File: src/core/imsk_cfg.svh
/*
 Register indices, reset values and bit positions of the interrupt mask
 and in-service block. Assumes inclusion by imsk_top only.
*/
`ifndef IMSK_CFG_SVH
`define IMSK_CFG_SVH

// register indices; byte address is four times the index
`define IMSK_IDX_INSERVICE 16'hFFA8
`define IMSK_IDX_MASK_FIRST 16'hFFAC
`define IMSK_IDX_MASK_SECOND 16'hFFAE

// reset values
`define IMSK_MASK_RESET 16'hFFFF
`define IMSK_ISR_RESET 8'h00

// mask bits that are wired to one, {second, first}
`define IMSK_MASK_FIXED 32'hFD80_0080

// in-service bit positions
`define IMSK_BIT_PIN_NMI 7
`define IMSK_BIT_WDOG 6
`define IMSK_ISR_ZERO_HI 5
`define IMSK_ISR_ZERO_LO 4
`define IMSK_NUM_LEVELS 4

// avalon response codes
`define IMSK_RESP_OKAY 2'h0
`define IMSK_RESP_DECERR 2'h3

`endif

File: src/core/imsk_pkg.sv
/*
 Types shared by the interrupt mask and in-service block.
 Assumes imsk_cfg.svh is on the include path.
*/
package imsk_pkg;
   // kind of interrupt being acknowledged by the core
   typedef enum logic [1:0] {
      ACK_MASKABLE,
      ACK_PIN_NMI,
      ACK_WATCHDOG
   } imsk_ack_kind_type;

   // return instruction being executed
   typedef enum logic [1:0] {
      RET_VECTORED,
      RET_CONTEXT,
      RET_BREAK,
      RET_BREAK_CONTEXT
   } imsk_ret_kind_type;

   typedef struct packed {
      logic valid;
      imsk_ack_kind_type kind;
      logic [4:0] src;
   } imsk_ack_type;

   typedef struct packed {
      logic valid;
      imsk_ret_kind_type kind;
   } imsk_ret_type;

   typedef struct packed {
      logic wr;
      logic [4:0] idx;
      logic val;
   } imsk_flag_wr_type;

   typedef enum logic {
      BUS_IDLE,
      BUS_DONE
   } imsk_bus_state_type;
endpackage

File: src/core/imsk_top.sv
/*
 Interrupt mask words and in-service level tracker, with an Avalon-MM
 slave for software. Assumes the CPU core sequencer on the same clock
 drives acknowledge, return and per-source mask-flag strobes.
*/
// Added by the designer: the Avalon-MM register port.
`timescale 1ns/10ps
`include "imsk_cfg.svh"

module imsk_top
   import imsk_pkg::*;
#(
   parameter int ADDR_W = 18
) (
   input wire logic CLK_IN,
   input wire logic RESETN_IN,
   input wire logic [ADDR_W-1:0] AVS_ADDRESS_IN,
   input wire logic AVS_READ_IN,
   input wire logic AVS_WRITE_IN,
   input wire logic [31:0] AVS_WRITEDATA_IN,
   input wire logic [3:0] AVS_BYTEENABLE_IN,
   output logic [31:0] AVS_READDATA_OUT,
   output logic [1:0] AVS_RESPONSE_OUT,
   output logic AVS_WAITREQUEST_OUT,
   input wire logic [31:0] REQ_IN,
   input wire logic [63:0] PRIO_IN,
   input wire imsk_ack_type ACK_IN,
   input wire imsk_ret_type RET_IN,
   input wire imsk_flag_wr_type FLAG_WR_IN,
   input wire logic WDOG_FIRST_IN,
   output logic [31:0] REQ_GRANTABLE_OUT,
   output logic [31:0] MASK_OUT,
   output logic [7:0] INSERVICE_OUT
);

   // the index must fit the address above the byte lanes
   if (ADDR_W < 18) begin : g_bad_addr_w
      $error("imsk_top: ADDR_W must be at least 18");
   end

   // merge one 16-bit word under the two low byte enables
   function automatic logic [15:0] merge16(input logic [15:0] old,
                                           input logic [15:0] wd,
                                           input logic [1:0] be);
      logic [15:0] res;
      res = old;
      if (be[0]) begin
         res[7:0] = wd[7:0];
      end
      if (be[1]) begin
         res[15:8] = wd[15:8];
      end
      return res;
   endfunction

   // one-hot of the in-service bit that ranks highest
   function automatic logic [7:0] pick_top(input logic [7:0] isr,
                                           input logic wd_first);
      logic [7:0] sel;
      sel = 8'h00;
      if (wd_first && isr[`IMSK_BIT_WDOG]) begin
         sel[`IMSK_BIT_WDOG] = 1'h1;
      end else if (isr[`IMSK_BIT_PIN_NMI]) begin
         sel[`IMSK_BIT_PIN_NMI] = 1'h1;
      end else if (isr[`IMSK_BIT_WDOG]) begin
         sel[`IMSK_BIT_WDOG] = 1'h1;
      end else begin
         // descending walk leaves the lowest set level, level 0 wins
         for (int i = `IMSK_NUM_LEVELS - 1; i >= 0; i--) begin
            if (isr[i]) begin
               sel = 8'h00;
               sel[i] = 1'h1;
            end
         end
      end
      return sel;
   endfunction

   logic [31:0] mask_reg;
   logic [31:0] mask_next;
   logic [7:0] isr_reg;
   logic [7:0] isr_next;
   logic [31:0] rdata_reg;
   logic [1:0] resp_reg;
   imsk_bus_state_type bus_reg;
   logic [ADDR_W-3:0] word_idx;
   logic hit_isr;
   logic hit_first;
   logic hit_second;
   logic bus_req;
   logic wr_commit;
   logic [1:0] ack_level;

   // wired-one pattern as a named vector, so single bits can be picked
   localparam logic [31:0] MASK_FIXED = `IMSK_MASK_FIXED;

   // address decode on the word index
   assign word_idx = AVS_ADDRESS_IN[ADDR_W-1:2];
   assign hit_isr = word_idx == (ADDR_W-2)'(`IMSK_IDX_INSERVICE);
   assign hit_first = word_idx == (ADDR_W-2)'(`IMSK_IDX_MASK_FIRST);
   assign hit_second = word_idx == (ADDR_W-2)'(`IMSK_IDX_MASK_SECOND);
   assign bus_req = AVS_READ_IN || AVS_WRITE_IN;

   // every access holds for exactly one wait cycle
   assign AVS_WAITREQUEST_OUT = bus_req && (bus_reg == BUS_IDLE);
   assign wr_commit = AVS_WRITE_IN && (bus_reg == BUS_DONE);
   assign AVS_READDATA_OUT = rdata_reg;
   assign AVS_RESPONSE_OUT = resp_reg;

   // bus sequencer
   always_ff @(posedge CLK_IN or negedge RESETN_IN) begin
      if (!RESETN_IN) begin
         bus_reg <= BUS_IDLE;
      end else begin
         unique case (bus_reg)
            BUS_IDLE: begin
               if (bus_req) begin
                  bus_reg <= BUS_DONE;
               end
            end
            BUS_DONE: begin
               bus_reg <= BUS_IDLE;
            end
         endcase
      end
   end

   // read data and response captured in the wait cycle
   always_ff @(posedge CLK_IN or negedge RESETN_IN) begin
      if (!RESETN_IN) begin
         rdata_reg <= 32'h0000_0000;
         resp_reg <= `IMSK_RESP_OKAY;
      end else if (bus_req && bus_reg == BUS_IDLE) begin
         rdata_reg <= 32'h0000_0000;
         resp_reg <= `IMSK_RESP_OKAY;
         if (hit_isr) begin
            rdata_reg[7:0] <= isr_reg;
         end else if (hit_first) begin
            rdata_reg[15:0] <= mask_reg[15:0];
         end else if (hit_second) begin
            rdata_reg[15:0] <= mask_reg[31:16];
         end else begin
            resp_reg <= `IMSK_RESP_DECERR;
         end
      end
   end

   // shared mask storage; the per-source strobe lands after the bus
   // write, so it wins on the same bit in the same cycle
   always_comb begin
      mask_next = mask_reg;
      if (wr_commit && hit_first) begin
         mask_next[15:0] = merge16(mask_reg[15:0], AVS_WRITEDATA_IN[15:0],
                                   AVS_BYTEENABLE_IN[1:0]);
      end
      if (wr_commit && hit_second) begin
         mask_next[31:16] = merge16(mask_reg[31:16], AVS_WRITEDATA_IN[15:0],
                                    AVS_BYTEENABLE_IN[1:0]);
      end
      if (FLAG_WR_IN.wr) begin
         mask_next[FLAG_WR_IN.idx] = FLAG_WR_IN.val;
      end
      // unused sources stay masked whatever is written
      mask_next = mask_next | `IMSK_MASK_FIXED;
   end

   // mask register
   always_ff @(posedge CLK_IN or negedge RESETN_IN) begin
      if (!RESETN_IN) begin
         mask_reg <= {`IMSK_MASK_RESET, `IMSK_MASK_RESET};
      end else begin
         mask_reg <= mask_next;
      end
   end

   assign MASK_OUT = mask_reg;
   // only unmasked requests are offered for acknowledge
   assign REQ_GRANTABLE_OUT = REQ_IN & ~mask_reg;

   // level of the source being acknowledged
   assign ack_level = PRIO_IN[{ACK_IN.src, 1'h0} +: 2];

   // in-service update: clear first, then set, so a new acknowledge
   // in the return cycle is never lost
   always_comb begin
      isr_next = isr_reg;
      if (RET_IN.valid) begin
         unique case (RET_IN.kind)
            RET_VECTORED, RET_CONTEXT: begin
               isr_next = isr_reg & ~pick_top(isr_reg,
                                              WDOG_FIRST_IN);
            end
            RET_BREAK, RET_BREAK_CONTEXT: begin
               isr_next = isr_reg;
            end
         endcase
      end
      if (ACK_IN.valid) begin
         unique case (ACK_IN.kind)
            ACK_MASKABLE: begin
               if (!mask_reg[ACK_IN.src]) begin
                  isr_next[ack_level] = 1'h1;
               end
            end
            ACK_PIN_NMI: begin
               isr_next[`IMSK_BIT_PIN_NMI] = 1'h1;
            end
            ACK_WATCHDOG: begin
               isr_next[`IMSK_BIT_WDOG] = 1'h1;
            end
            default: begin
               isr_next = isr_next;
            end
         endcase
      end
      // reserved bits never hold a one
      isr_next[`IMSK_ISR_ZERO_HI:`IMSK_ISR_ZERO_LO] = 2'h0;
   end

   // bus writes to the in-service word are dropped on purpose
   always_ff @(posedge CLK_IN or negedge RESETN_IN) begin
      if (!RESETN_IN) begin
         isr_reg <= `IMSK_ISR_RESET;
      end else begin
         isr_reg <= isr_next;
      end
   end

   assign INSERVICE_OUT = isr_reg;

   // reset release value of the in-service register
   property p_isr_reset;
      @(posedge CLK_IN)
      (RESETN_IN && !$past(RESETN_IN)) |-> $past(isr_reg) == 8'h00;
   endproperty
   a_isr_reset: assert property (p_isr_reset)
      else $error("in-service not cleared by reset");

   property p_fixed_mask;
      @(posedge CLK_IN) disable iff (!RESETN_IN)
      (mask_reg & `IMSK_MASK_FIXED) == `IMSK_MASK_FIXED;
   endproperty
   a_fixed_mask: assert property (p_fixed_mask)
      else $error("wired-one mask bit lost");

   property p_flag_view;
      @(posedge CLK_IN) disable iff (!RESETN_IN)
      FLAG_WR_IN.wr |=> MASK_OUT[$past(FLAG_WR_IN.idx)] ==
         ($past(FLAG_WR_IN.val) || MASK_FIXED[$past(FLAG_WR_IN.idx)]);
   endproperty
   a_flag_view: assert property (p_flag_view)
      else $error("per-source flag write not seen in mask word");

   property p_masked_blocked;
      @(posedge CLK_IN) disable iff (!RESETN_IN)
      (ACK_IN.valid && ACK_IN.kind == ACK_MASKABLE &&
       mask_reg[ACK_IN.src] && !RET_IN.valid) |=> $stable(isr_reg);
   endproperty
   a_masked_blocked: assert property (p_masked_blocked)
      else $error("masked request reached in-service");

   property p_level_set;
      @(posedge CLK_IN) disable iff (!RESETN_IN)
      (ACK_IN.valid && ACK_IN.kind == ACK_MASKABLE &&
       !mask_reg[ACK_IN.src]) |=> isr_reg[$past(ack_level)];
   endproperty
   a_level_set: assert property (p_level_set)
      else $error("level bit not set on acknowledge");

   property p_nmi_set;
      @(posedge CLK_IN) disable iff (!RESETN_IN)
      (ACK_IN.valid && ACK_IN.kind != ACK_MASKABLE) |=>
         (isr_reg[7] || isr_reg[6]) &&
         ($past(ACK_IN.kind) == ACK_PIN_NMI ? isr_reg[7] : isr_reg[6]);
   endproperty
   a_nmi_set: assert property (p_nmi_set)
      else $error("non-maskable bit not set on acknowledge");

   // pin bit only leaves service through a return strobe
   property p_nmi_hold;
      @(posedge CLK_IN) disable iff (!RESETN_IN)
      (isr_reg[`IMSK_BIT_PIN_NMI] && !RET_IN.valid) |=>
         isr_reg[`IMSK_BIT_PIN_NMI];
   endproperty
   a_nmi_hold: assert property (p_nmi_hold)
      else $error("pin non-maskable bit dropped without return");

   property p_ret_clear;
      @(posedge CLK_IN) disable iff (!RESETN_IN)
      (RET_IN.valid && !ACK_IN.valid &&
       (RET_IN.kind == RET_VECTORED || RET_IN.kind == RET_CONTEXT)) |=>
         isr_reg == ($past(isr_reg) &
                     ~pick_top($past(isr_reg), $past(WDOG_FIRST_IN)));
   endproperty
   a_ret_clear: assert property (p_ret_clear)
      else $error("return cleared the wrong in-service bit");

   property p_break_keep;
      @(posedge CLK_IN) disable iff (!RESETN_IN)
      (RET_IN.valid && !ACK_IN.valid &&
       (RET_IN.kind == RET_BREAK || RET_IN.kind == RET_BREAK_CONTEXT))
         |=> $stable(isr_reg);
   endproperty
   a_break_keep: assert property (p_break_keep)
      else $error("break return changed in-service");

   property p_zero_bits;
      @(posedge CLK_IN) disable iff (!RESETN_IN)
      INSERVICE_OUT[5:4] == 2'h0;
   endproperty
   a_zero_bits: assert property (p_zero_bits)
      else $error("reserved in-service bits set");

   property p_isr_ro;
      @(posedge CLK_IN) disable iff (!RESETN_IN)
      (wr_commit && hit_isr && !ACK_IN.valid && !RET_IN.valid)
         |=> $stable(isr_reg);
   endproperty
   a_isr_ro: assert property (p_isr_ro)
      else $error("bus write altered in-service");

   property p_bus_answer;
      @(posedge CLK_IN) disable iff (!RESETN_IN)
      bus_req |-> ##[0:1] !AVS_WAITREQUEST_OUT;
   endproperty
   a_bus_answer: assert property (p_bus_answer)
      else $error("bus answer late");

   c_ack_level: cover property (@(posedge CLK_IN) disable iff (!RESETN_IN)
      ACK_IN.valid && ACK_IN.kind == ACK_MASKABLE && !mask_reg[ACK_IN.src]);
   c_ret_nested: cover property (@(posedge CLK_IN) disable iff (!RESETN_IN)
      RET_IN.valid && RET_IN.kind == RET_VECTORED && isr_reg[7] &&
      isr_reg[0]);
   c_mask_write: cover property (@(posedge CLK_IN) disable iff (!RESETN_IN)
      wr_commit && hit_first);
   c_ack_and_ret: cover property (@(posedge CLK_IN) disable iff (!RESETN_IN)
      ACK_IN.valid && RET_IN.valid);

endmodule

File: config.mk
export PLATFORM = sky130hd
export DESIGN_NAME = imsk_top
export DESIGN_NICKNAME = d
export VERILOG_FILES = /design/src/core/imsk_pkg.sv /design/src/core/imsk_top.sv
export VERILOG_INCLUDE_DIRS = /design/src /design/src/core
export SDC_FILE = /design/constraint.sdc
export NUM_CORES = 1
export LEC_CHECK = 0
export BUFFER_PORTS_ARGS = -buffer_cell sky130_fd_sc_hd__buf_4
export CORE_AREA = 4 4 106 108
export DETAILED_ROUTE_END_ITERATION = 8
export DIE_AREA = 0 0 110 112
export GPL_TIMING_DRIVEN = 1
export HOLD_SLACK_MARGIN = 0.1
export PLACE_DENSITY = 0.76
export SLEW_MARGIN = 40
export SYNTH_ARGS = -nofsm -noshare
export SYNTH_HDL_FRONTEND = slang
export SYNTH_SLANG_ARGS = --single-unit
File: constraint.sdc
create_clock -name CLK_IN -period 2.91 [get_ports CLK_IN]
set_input_delay 0.873 -clock CLK_IN [delete_from_list [all_inputs] [get_ports CLK_IN]]
set_output_delay 0.873 -clock CLK_IN [all_outputs]
set_load 0.01 [all_outputs]
Yosys cells after proc, flatten, opt, wreduce, memory -nomap -nowiden:

Cells that the tools add are included.

* add/subtract/negate cells: 0
* multiply operators: 0
* divide/modulo/power cells: 0
* $lt $le $gt $ge: 5
* equality and inequality tests: 8
* shifts and indexed selects: 1
* mux-type cells: 48
* bitwise logic cells: 6
* reductions and logical operators: 12

Operators with widths (number)
* two-way mux 8 bit: 12
* two-way mux 16 bit: 4
* indexed part select 64 x 7 -> 2 bit: 1
* == test 16 bit (second input constant): 3
* bitwise AND 32 bit: 1
* bitwise mux 32 bit: 1
* inverter 32 bit: 1
* two-way mux 6 bit: 5
* two-way mux 26 bit: 1
* one-hot mux 8 bit (2 select lines): 1
* two-way mux 1 bit: 13
* < comparator 5 x 6 -> 1 bit (second input constant): 2
* bitwise AND 8 bit: 1
* inverter 8 bit: 1
* bitwise OR 8 x 4 -> 8 bit: 1
* logical AND 1 bit: 7
* two-way mux 7 bit: 1
* == test 2 bit (second input constant): 3
* two-way mux 2 bit: 3
* one-hot mux 1 bit (2 select lines): 3
* binary-select mux 1 bit (select 5 bit): 1
* demux 1 bit (select 5 bit): 1
* >= comparator 5 x 1 -> 1 bit (second input constant): 1
* == test 2 x 1 -> 1 bit (second input constant): 2
* 8 further kinds: 10

* flip-flop bits (word level): 48
* latch bits: 0
* bits in writable memories: 0
* bits in read-only memories: 0
* input port bits: 173
* output and inout bits: 107
* logic and storage cells: 85
* memories: 0

Depth between registers and ports, before layout:

Gate-level depths: netlist (run 1).

* depth after elaboration: 17
* gate-level depth with buffers: 8
* gate-level depth less buffers: 6

Worst setup path after synthesis (run 1):

No wires, ideal clock.

* kind: input-to-reg
* from: input port AVS_ADDRESS_IN[6]
* to: register mask_reg[14], in the netlist MASK_OUT[14]
* setup time: 82 ps
* arrival time: 2480 ps
* data required time: 2828 ps
* setup slack: 347 ps
* stages: 8
* path buffers: 2
* cell sequence: nand4bb_1 > nor4_2 > and4_1 > buf_6 > nand3b_4 > buf_6 > mux2_4 > mux2_4

* cells in the longest elaborated chain, start to end: 5

RTL lines
* from (decl): RTL line imsk_top.sv:17 `input wire logic [ADDR_W-1:0] AVS_ADDRESS_IN,`
* == test 16 bit *: RTL line imsk_top.sv:100 `` assign hit_first = word_idx == (ADDR_W-2)'(`IMSK_IDX_MASK_FIRST); ``
* logical AND 1 bit *: RTL line imsk_top.sv:152 `if (wr_commit && hit_first) begin`
* two-way mux 16 bit *: RTL line imsk_top.sv:152
* bitwise mux 32 bit: RTL line imsk_top.sv:161 `mask_next[FLAG_WR_IN.idx] = FLAG_WR_IN.val;`
* two-way mux 26 bit *: RTL line imsk_top.sv:160 `if (FLAG_WR_IN.wr) begin`
* via mask_next[14]: RTL line imsk_top.sv:80 `logic [31:0] mask_next;`
* to (signal assigned): RTL line imsk_top.sv:170 `` mask_reg <= {`IMSK_MASK_RESET, `IMSK_MASK_RESET}; ``
* to (signal assigned): RTL line imsk_top.sv:172 `mask_reg <= mask_next;`
* to (decl): RTL line imsk_top.sv:79 `logic [31:0] mask_reg;`

The timed path passes the listed nets; every way through them passes the cells marked *.
A chain may end at the register's enable or synchronous reset.

Worst setup path after layout (run 1):

* from: input port AVS_ADDRESS_IN[6]
* to: register mask_reg[19], in the netlist MASK_OUT[19]

* cells in the longest elaborated chain, start to end: 5

RTL lines
* == test 16 bit *: RTL line imsk_top.sv:101 `` assign hit_second = word_idx == (ADDR_W-2)'(`IMSK_IDX_MASK_SECOND); ``
* logical AND 1 bit *: RTL line imsk_top.sv:156 `if (wr_commit && hit_second) begin`
* two-way mux 16 bit *: RTL line imsk_top.sv:156
* bitwise mux 32 bit: RTL line imsk_top.sv:161
* two-way mux 26 bit *: RTL line imsk_top.sv:160
* via mask_next[19]: RTL line imsk_top.sv:80

Marks and branches as above.

==> results of run 1 <==
-- critical path, stage by stage --
cell	delay, ns
buf_4	0.11
nand4bb_1	0.19
nor4_2	0.30
and4_1	0.44
buf_4	0.19
nand3_4	0.08
mux2_2	0.28
mux2_2	0.27
-- cell usage in the layout (no fill, tap or decap), types with 12 or more instances in the layout --
cell type / Yosys / final
buf_4: 37 / 219
nand2_1: 47 / 47
conb_1: 2 / 36
o21ai_0: 35 / 35
mux2i_1: 31 / 31
nor2_1: 28 / 28
dfrtp_1: 24 / 24
dfstp_2: 23 / 23
nor2b_1: 23 / 23
mux4_2: 20 / 20
mux2_2: 12 / 12
-- worst paths after layout --
path,to,slack [ns],start,depth (start not counted)
max,MASK_OUT[19],0.40,AVS_ADDRESS_IN[6],8
min,AVS_READDATA_OUT[6],0.49,AVS_READDATA_OUT[6],2
max reg2reg,INSERVICE_OUT[2],0.91,MASK_OUT[13],5
min reg2reg,AVS_READDATA_OUT[6],0.49,AVS_READDATA_OUT[6],2
max in group asynchronous,bus_reg,1.93,RESETN_IN,1
min in group asynchronous,AVS_READDATA_OUT[10],0.59,RESETN_IN,1
-- routing by layer --
layer / wire [um] / vias up / global-route usage (%)
met3: 1040 / 8 / 3.88
met4: 66 / 0 / 3.49
met2: 6420 / 163 / 34.0
li1: - / 1700 / -
met1: 5010 / 1701 / 25.7
met5: 0 / - / 0
-- metrics by stage --
stage | setup WS [ns] | util [%]
floorplan | 0.347 | -
global placement | 0.133 | 51.5
detailed placement | 0.101 | 51.5
CTS | 0.415 | 52.4
global route | 0.274 | 52.4
finish | 0.401 | 52.4
-- final cells by class --
class | count | area [sq um] | share of cell area [%]
well taps | 136 | 170 | 3.17
multi-input cells | 310 | 2240 | 41.7
clock inverters | 1 | 5.00 | 0.0933
inverters | 4 | 15.0 | 0.280
repair buffers | 219 | 1640 | 30.7
flip-flops and latches | 47 | 1200 | 22.5
clock buffers | 7 | 86.3 | 1.61
-- power by group through the flow --
stage / clock network, mW / logic, mW / registers, mW
2_1_floorplan: 0 / 0.399 / 0.942
3_3_place_gp: 0 / 0.833 / 0.957
3_5_place_dp: 0 / 0.857 / 0.961
4_1_cts: 0.413 / 0.859 / 0.949
5_1_grt: 0.444 / 0.928 / 0.969
6_report: 0.401 / 0.850 / 0.952
-- cell families after synthesis --
group                  synth area share (%)
AO/OA/AOI/OAI                          9.23
AND/OR/NAND/NOR                        20.8
buffers and inverters                  10.6
multiplexers                           26.6
other                                 0.203
flip-flops                             32.5
-- synth_stat cells, drive strengths merged, types with 9 or more instances --
cell type	count	area, sq um
nand2	47	176
buf	46	335
o21ai	36	180
mux2i	31	310
nor2	28	105
dfrtp	24	601
dfstp	23	604
nor2b	23	144
mux4	20	450
mux2	18	225
a21oi	11	55.1
clkbuf	11	41.3
nand3	9	57.6
==> summary.txt, run 1 <==
Finish
  • Number of diodes: 0
  • Nets: 760
  • Layout Cells excl Fill: 724
  • Filler cells: 936
  • Max reg flops: 23
  • Layout area overhead: 44.8%
  • Finished Cell Area: 0.00536 sq mm
  • Share of layout cells above drive strength 1: 50.3%

Route
  • Final ANT Viol Nets: 0
  • Pre-Repair DR Iteration Count: 4
  • DRC: 0
  • Final wirelength: 12500 um
  • Initial drt markers: 165
  • DR vias: 3572
  • Vias per cell: 4.93
  • Wire per inst: 17.3 um

Place
  • DP Wirelength: 10500 um
  • PortBufs: 212
  • Placed Cells: 716
  • GPL Wtd Cong: 0.851
  • Placed instance area: 0.00527 sq mm

Power and ir drop
  • Worst vdd ir: 209 uV
  • Leakage: 2.64 nW
  • Clock share of power: 18.2%
  • Internal cell power: 1.47 mW
  • Power, Total: 2.20 mW
  • Net Sw Frac: 33.2%
  • Combinational share of power: 38.6%
  • Switch Pwr: 0.731 mW
  • Reg power frac: 43.2%
  • Pwr Density: 411 mW/mm^2

Critical path
  • Worst setup SP type: primary input
  • Worst Path Max Fanout: 4
  • Setup crit end kind: flop
  • WS Path Type: primary input to flop
  • Worst EP arrival: 2.73 ns
  • Required time worst endpoint: 3.13 ns

GRT
  • Grt ovf: 0
  • Initial antenna violation count: 0
  • Largest net degree at the start of global routing: 48
  • First-pass GRT wire length: 19100 um
  • Total GRT Usage: 19.7%
  • Vias in the first global route: 3703

Floorplan
  • Core Area: 0.0102 sq mm
  • Die width: 110 um
  • I/O Pins: 280
  • Die Height: 112 um
  • Initial Util: 36.2%
  • Rows: 37
  • Die area: 0.0123 sq mm

Outcome
  • Outcome: finished, final reports clean

Timing
  • Slew headroom: 60.2%
  • Post-route setup TNS: 0 ns
  • FMAX: 0.399 GHz
  • Max Slew Vio Count: 0
  • Share of the clock period used by the worst path: 86.2%
  • Fin. Hold Viols: 0
  • RSZ-0062 raised after global routing: false
  • Tightest Pin Transition: 0.597 ns
  • Final setup viols: 0
  • Post-route minimum period: 2.51 ns
  • Final hold slack: 0.492 ns
  • Worst clock skew: 0.00819 ns

Clock tree
  • CTS buffer count: 5
  • Clk buf depth: 2
  • CTS sink count: 47
  • H-tree depth: 2
  • Postcts setup bufs: 0
  • Reg clk slew, reported paths: 0.09 ns
  • Hold buffers post-CTS: 0
  • CTS tree: done
  • Clk_lat worst skew: 0.30 ns
  • Post-cts resize count: 0
  • Root Driver: clkbuf_8

Synth
  • Sequential area share after synthesis: 32.5%
  • Synthesized cell area: 0.00370 sq mm
  • EDFF count, synth: 0
  • FFs w/ async S/R, synth: 100%
  • Post-synthesis register bit count: 47
  • Mapped Cells: 384
  • Most used DFF post-synth: dfrtp_1
  • Yosys cell types: 45
  • Mapped Avg Cell Area: 9.64 sq um
  • Synth warnings: 0

Min path
  • Hold Path Class: flop to flop

Job
  • Max cap viols: 0
(Power assumes the default switching activity.)
==> inputs of run 2 (changes only) <==
==> constraint.sdc (replaced) <==
create_clock -name CLK_IN -period 2.91 [get_ports CLK_IN]
set_input_delay 0.582 -clock CLK_IN [delete_from_list [all_inputs] [get_ports CLK_IN]]
set_output_delay 0.582 -clock CLK_IN [all_outputs]
set_load 0.01 [all_outputs]
==> run 2 against run 1 <==
Clock power shrank 5%; fmax grew 6.2%; clock skew shrank 0.0038 ns; total power shrank 1.2%; sequential share of layout area grew 0.17 points; count of clock-buffer cells in the layout is the same; final area shrank 0.75%; combinational power shrank 0.5%; global-route usage shrank 0.52 points; core utilization shrank 0.39 points; critical endpoint is now MASK_OUT[12]; largest cell class unchanged; largest power group unchanged; highest routed layer unchanged.
==> summary.txt, run 2 (same netlist as run 1, synthesis figures left out) <==
Power and ir drop
  • Leakage: 2.61 nW
  • Reg power frac: 43.6%
  • Internal cell power: 1.45 mW
  • Net Sw Frac: 33.5%
  • Switch Pwr: 0.730 mW
  • Worst vdd ir: 190 uV
  • Clock share of power: 17.5%
  • Combinational share of power: 38.8%
  • Pwr Density: 409 mW/mm^2

Critical path
  • Slowest cell on crit path: and4_1
  • Setup crit end kind: flop
  • Worst EP arrival: 2.59 ns
  • Worst setup SP type: primary input
  • WS Path Type: primary input to flop
  • Crit-path max cell delay: 0.52 ns
  • Worst Path Max Fanout: 8
  • CP dominant cell by count: mux2_4
  • Required time worst endpoint: 3.13 ns
  • Critical path cell sequence: buf_4, nand4bb_1, nor4_2, and4_1, nand3b_4, mux2_4, mux2_4

Finish
  • Share of layout cells above drive strength 1: 49.8%
  • FF+latch area: 0.00120 sq mm
  • Number of diodes: 0
  • Multi-input gate area: 0.00224 sq mm
  • Nets: 756
  • Layout area overhead: 43.8%
  • Filler cells: 947
  • Most common cell after layout, fill and taps aside: buf_4
  • Max reg flops: 23
  • Finished Cell Area: 0.00532 sq mm
  • Commonest non-fill, non-tap cells in the layout: 215 x buf_4, 47 x nand2_1, 36 x conb_1, 35 x o21ai_0, 31 x mux2i_1

Floorplan
  • Die width: 110 um
  • Initial Util: 36.2%
  • Die Height: 112 um
  • Core Area: 0.0102 sq mm
  • Rows: 37
  • Die area: 0.0123 sq mm
  • I/O Pins: 280

Place
  • Placed instance area: 0.00524 sq mm
  • PortBufs: 212
  • DP Wirelength: 10300 um
  • GPL Wtd Cong: 0.838
  • DP Worst Slack: 0.266 ns

Clock tree
  • Postcts setup bufs: 0
  • Clk buf depth: 2
  • Hold buffers post-CTS: 0
  • Post-cts resize count: 0
  • Reg clk slew, reported paths: 0.08 ns
  • CTS buffer count: 5
  • Root Driver: clkbuf_8
  • H-tree depth: 2
  • CTS tree: done
  • CTS sink count: 47
  • Clk_lat worst skew: 0.29 ns

Outcome
  • Outcome: finished, final reports clean

GRT
  • Largest net degree at the start of global routing: 48
  • First-pass GRT wire length: 18700 um
  • Initial antenna violation count: 0
  • Grt ovf: 0
  • Vias in the first global route: 3631
  • Total GRT Usage: 19.2%

Timing
  • Final hold slack: 0.293 ns
  • Share of the clock period used by the worst path: 81.2%
  • Post-route setup TNS: 0 ns
  • Tightest Pin Transition: 0.604 ns
  • Slew headroom: 59.7%
  • RSZ-0062 raised after global routing: false
  • Post-route minimum period: 2.36 ns
  • Worst clock skew: 0.00439 ns
  • FMAX: 0.423 GHz
  • Final setup viols: 0
  • Setup ws final: 0.547 ns
  • Fin. Hold Viols: 0
  • Max Slew Vio Count: 0

Route
  • Final wirelength: 12500 um
  • DRC: 0
  • Vias per cell: 4.97
  • DR vias: 3577
  • Pre-Repair DR Iteration Count: 4
  • Wire per inst: 17.3 um
  • Final ANT Viol Nets: 0
  • Initial drt markers: 159

Min path
  • Hold Path Class: primary input to async pin

Job
  • Max cap viols: 0
-- run 2: path summary, 6_finish.rpt --
path / startpoint / to / slack (ns) / depth (start not counted)
worst max-delay path: AVS_ADDRESS_IN[6] / MASK_OUT[12] / 0.55 / 7
worst min-delay path: RESETN_IN / AVS_READDATA_OUT[15] / 0.29 / 1
worst max register to register: MASK_OUT[13] / INSERVICE_OUT[0] / 0.91 / 5
worst min register to register: AVS_READDATA_OUT[1] / AVS_READDATA_OUT[1] / 0.49 / 2
max in group asynchronous: RESETN_IN / AVS_READDATA_OUT[4] / 2.21 / 1
min in group CLK_IN: ACK_IN[6] / INSERVICE_OUT[7] / 0.48 / 2
-- run 2: final cells by class --
| class | count | share of cell area [%] |
|---|---|---|
| Timing Repair Buffer | 215 | 30.3 |
| Clock buffer | 7 | 1.43 |
| Sequential cell | 47 | 22.6 |
| Clock inverter | 1 | 0.0940 |
| Inverter | 4 | 0.282 |
| Tap cell | 136 | 3.20 |
| Multi-Input combinational cell | 310 | 42.0 |
-- run 2: metal layers --
| layer | part of all wire [%] | wire length (um) | global-route usage (%) | vias up |
|---|---|---|---|---|
| met5 | 0 | 0 | 0 | - |
| met4 | 1.6 | 195 | 4.66 | 0 |
| met3 | 7.8 | 970 | 3.13 | 17 |
| met2 | 50 | 6210 | 32.3 | 166 |
| met1 | 41 | 5110 | 25.6 | 1700 |
| li1 | - | - | - | 1694 |
-- run 2: power by group through the flow --
stage / Clock (mW) / Sequential (mW) / Combinational (mW)
2_1_floorplan: 0 / 0.942 / 0.399
3_3_place_gp: 0 / 0.955 / 0.831
3_5_place_dp: 0 / 0.962 / 0.852
4_1_cts: 0.396 / 0.951 / 0.853
5_1_grt: 0.427 / 0.969 / 0.917
6_report: 0.382 / 0.950 / 0.846
-- run 2: critical path: cells and delay by family --
family	cells	cell delay, ns
buffers and inverters	1	0.10
and+or+nand+nor	4	1.29
muxes	2	0.60
-- run 2: through the flow --
step           total power [mW]  instances  utilization (%)
6_report                   2.18        720             52.0
4_1_cts                    2.20        720             52.0
3_3_place_gp               1.79        712             51.2
3_5_place_dp               1.81        712             51.2
2_1_floorplan              1.34        418                -
5_1_grt                    2.31        720             52.0
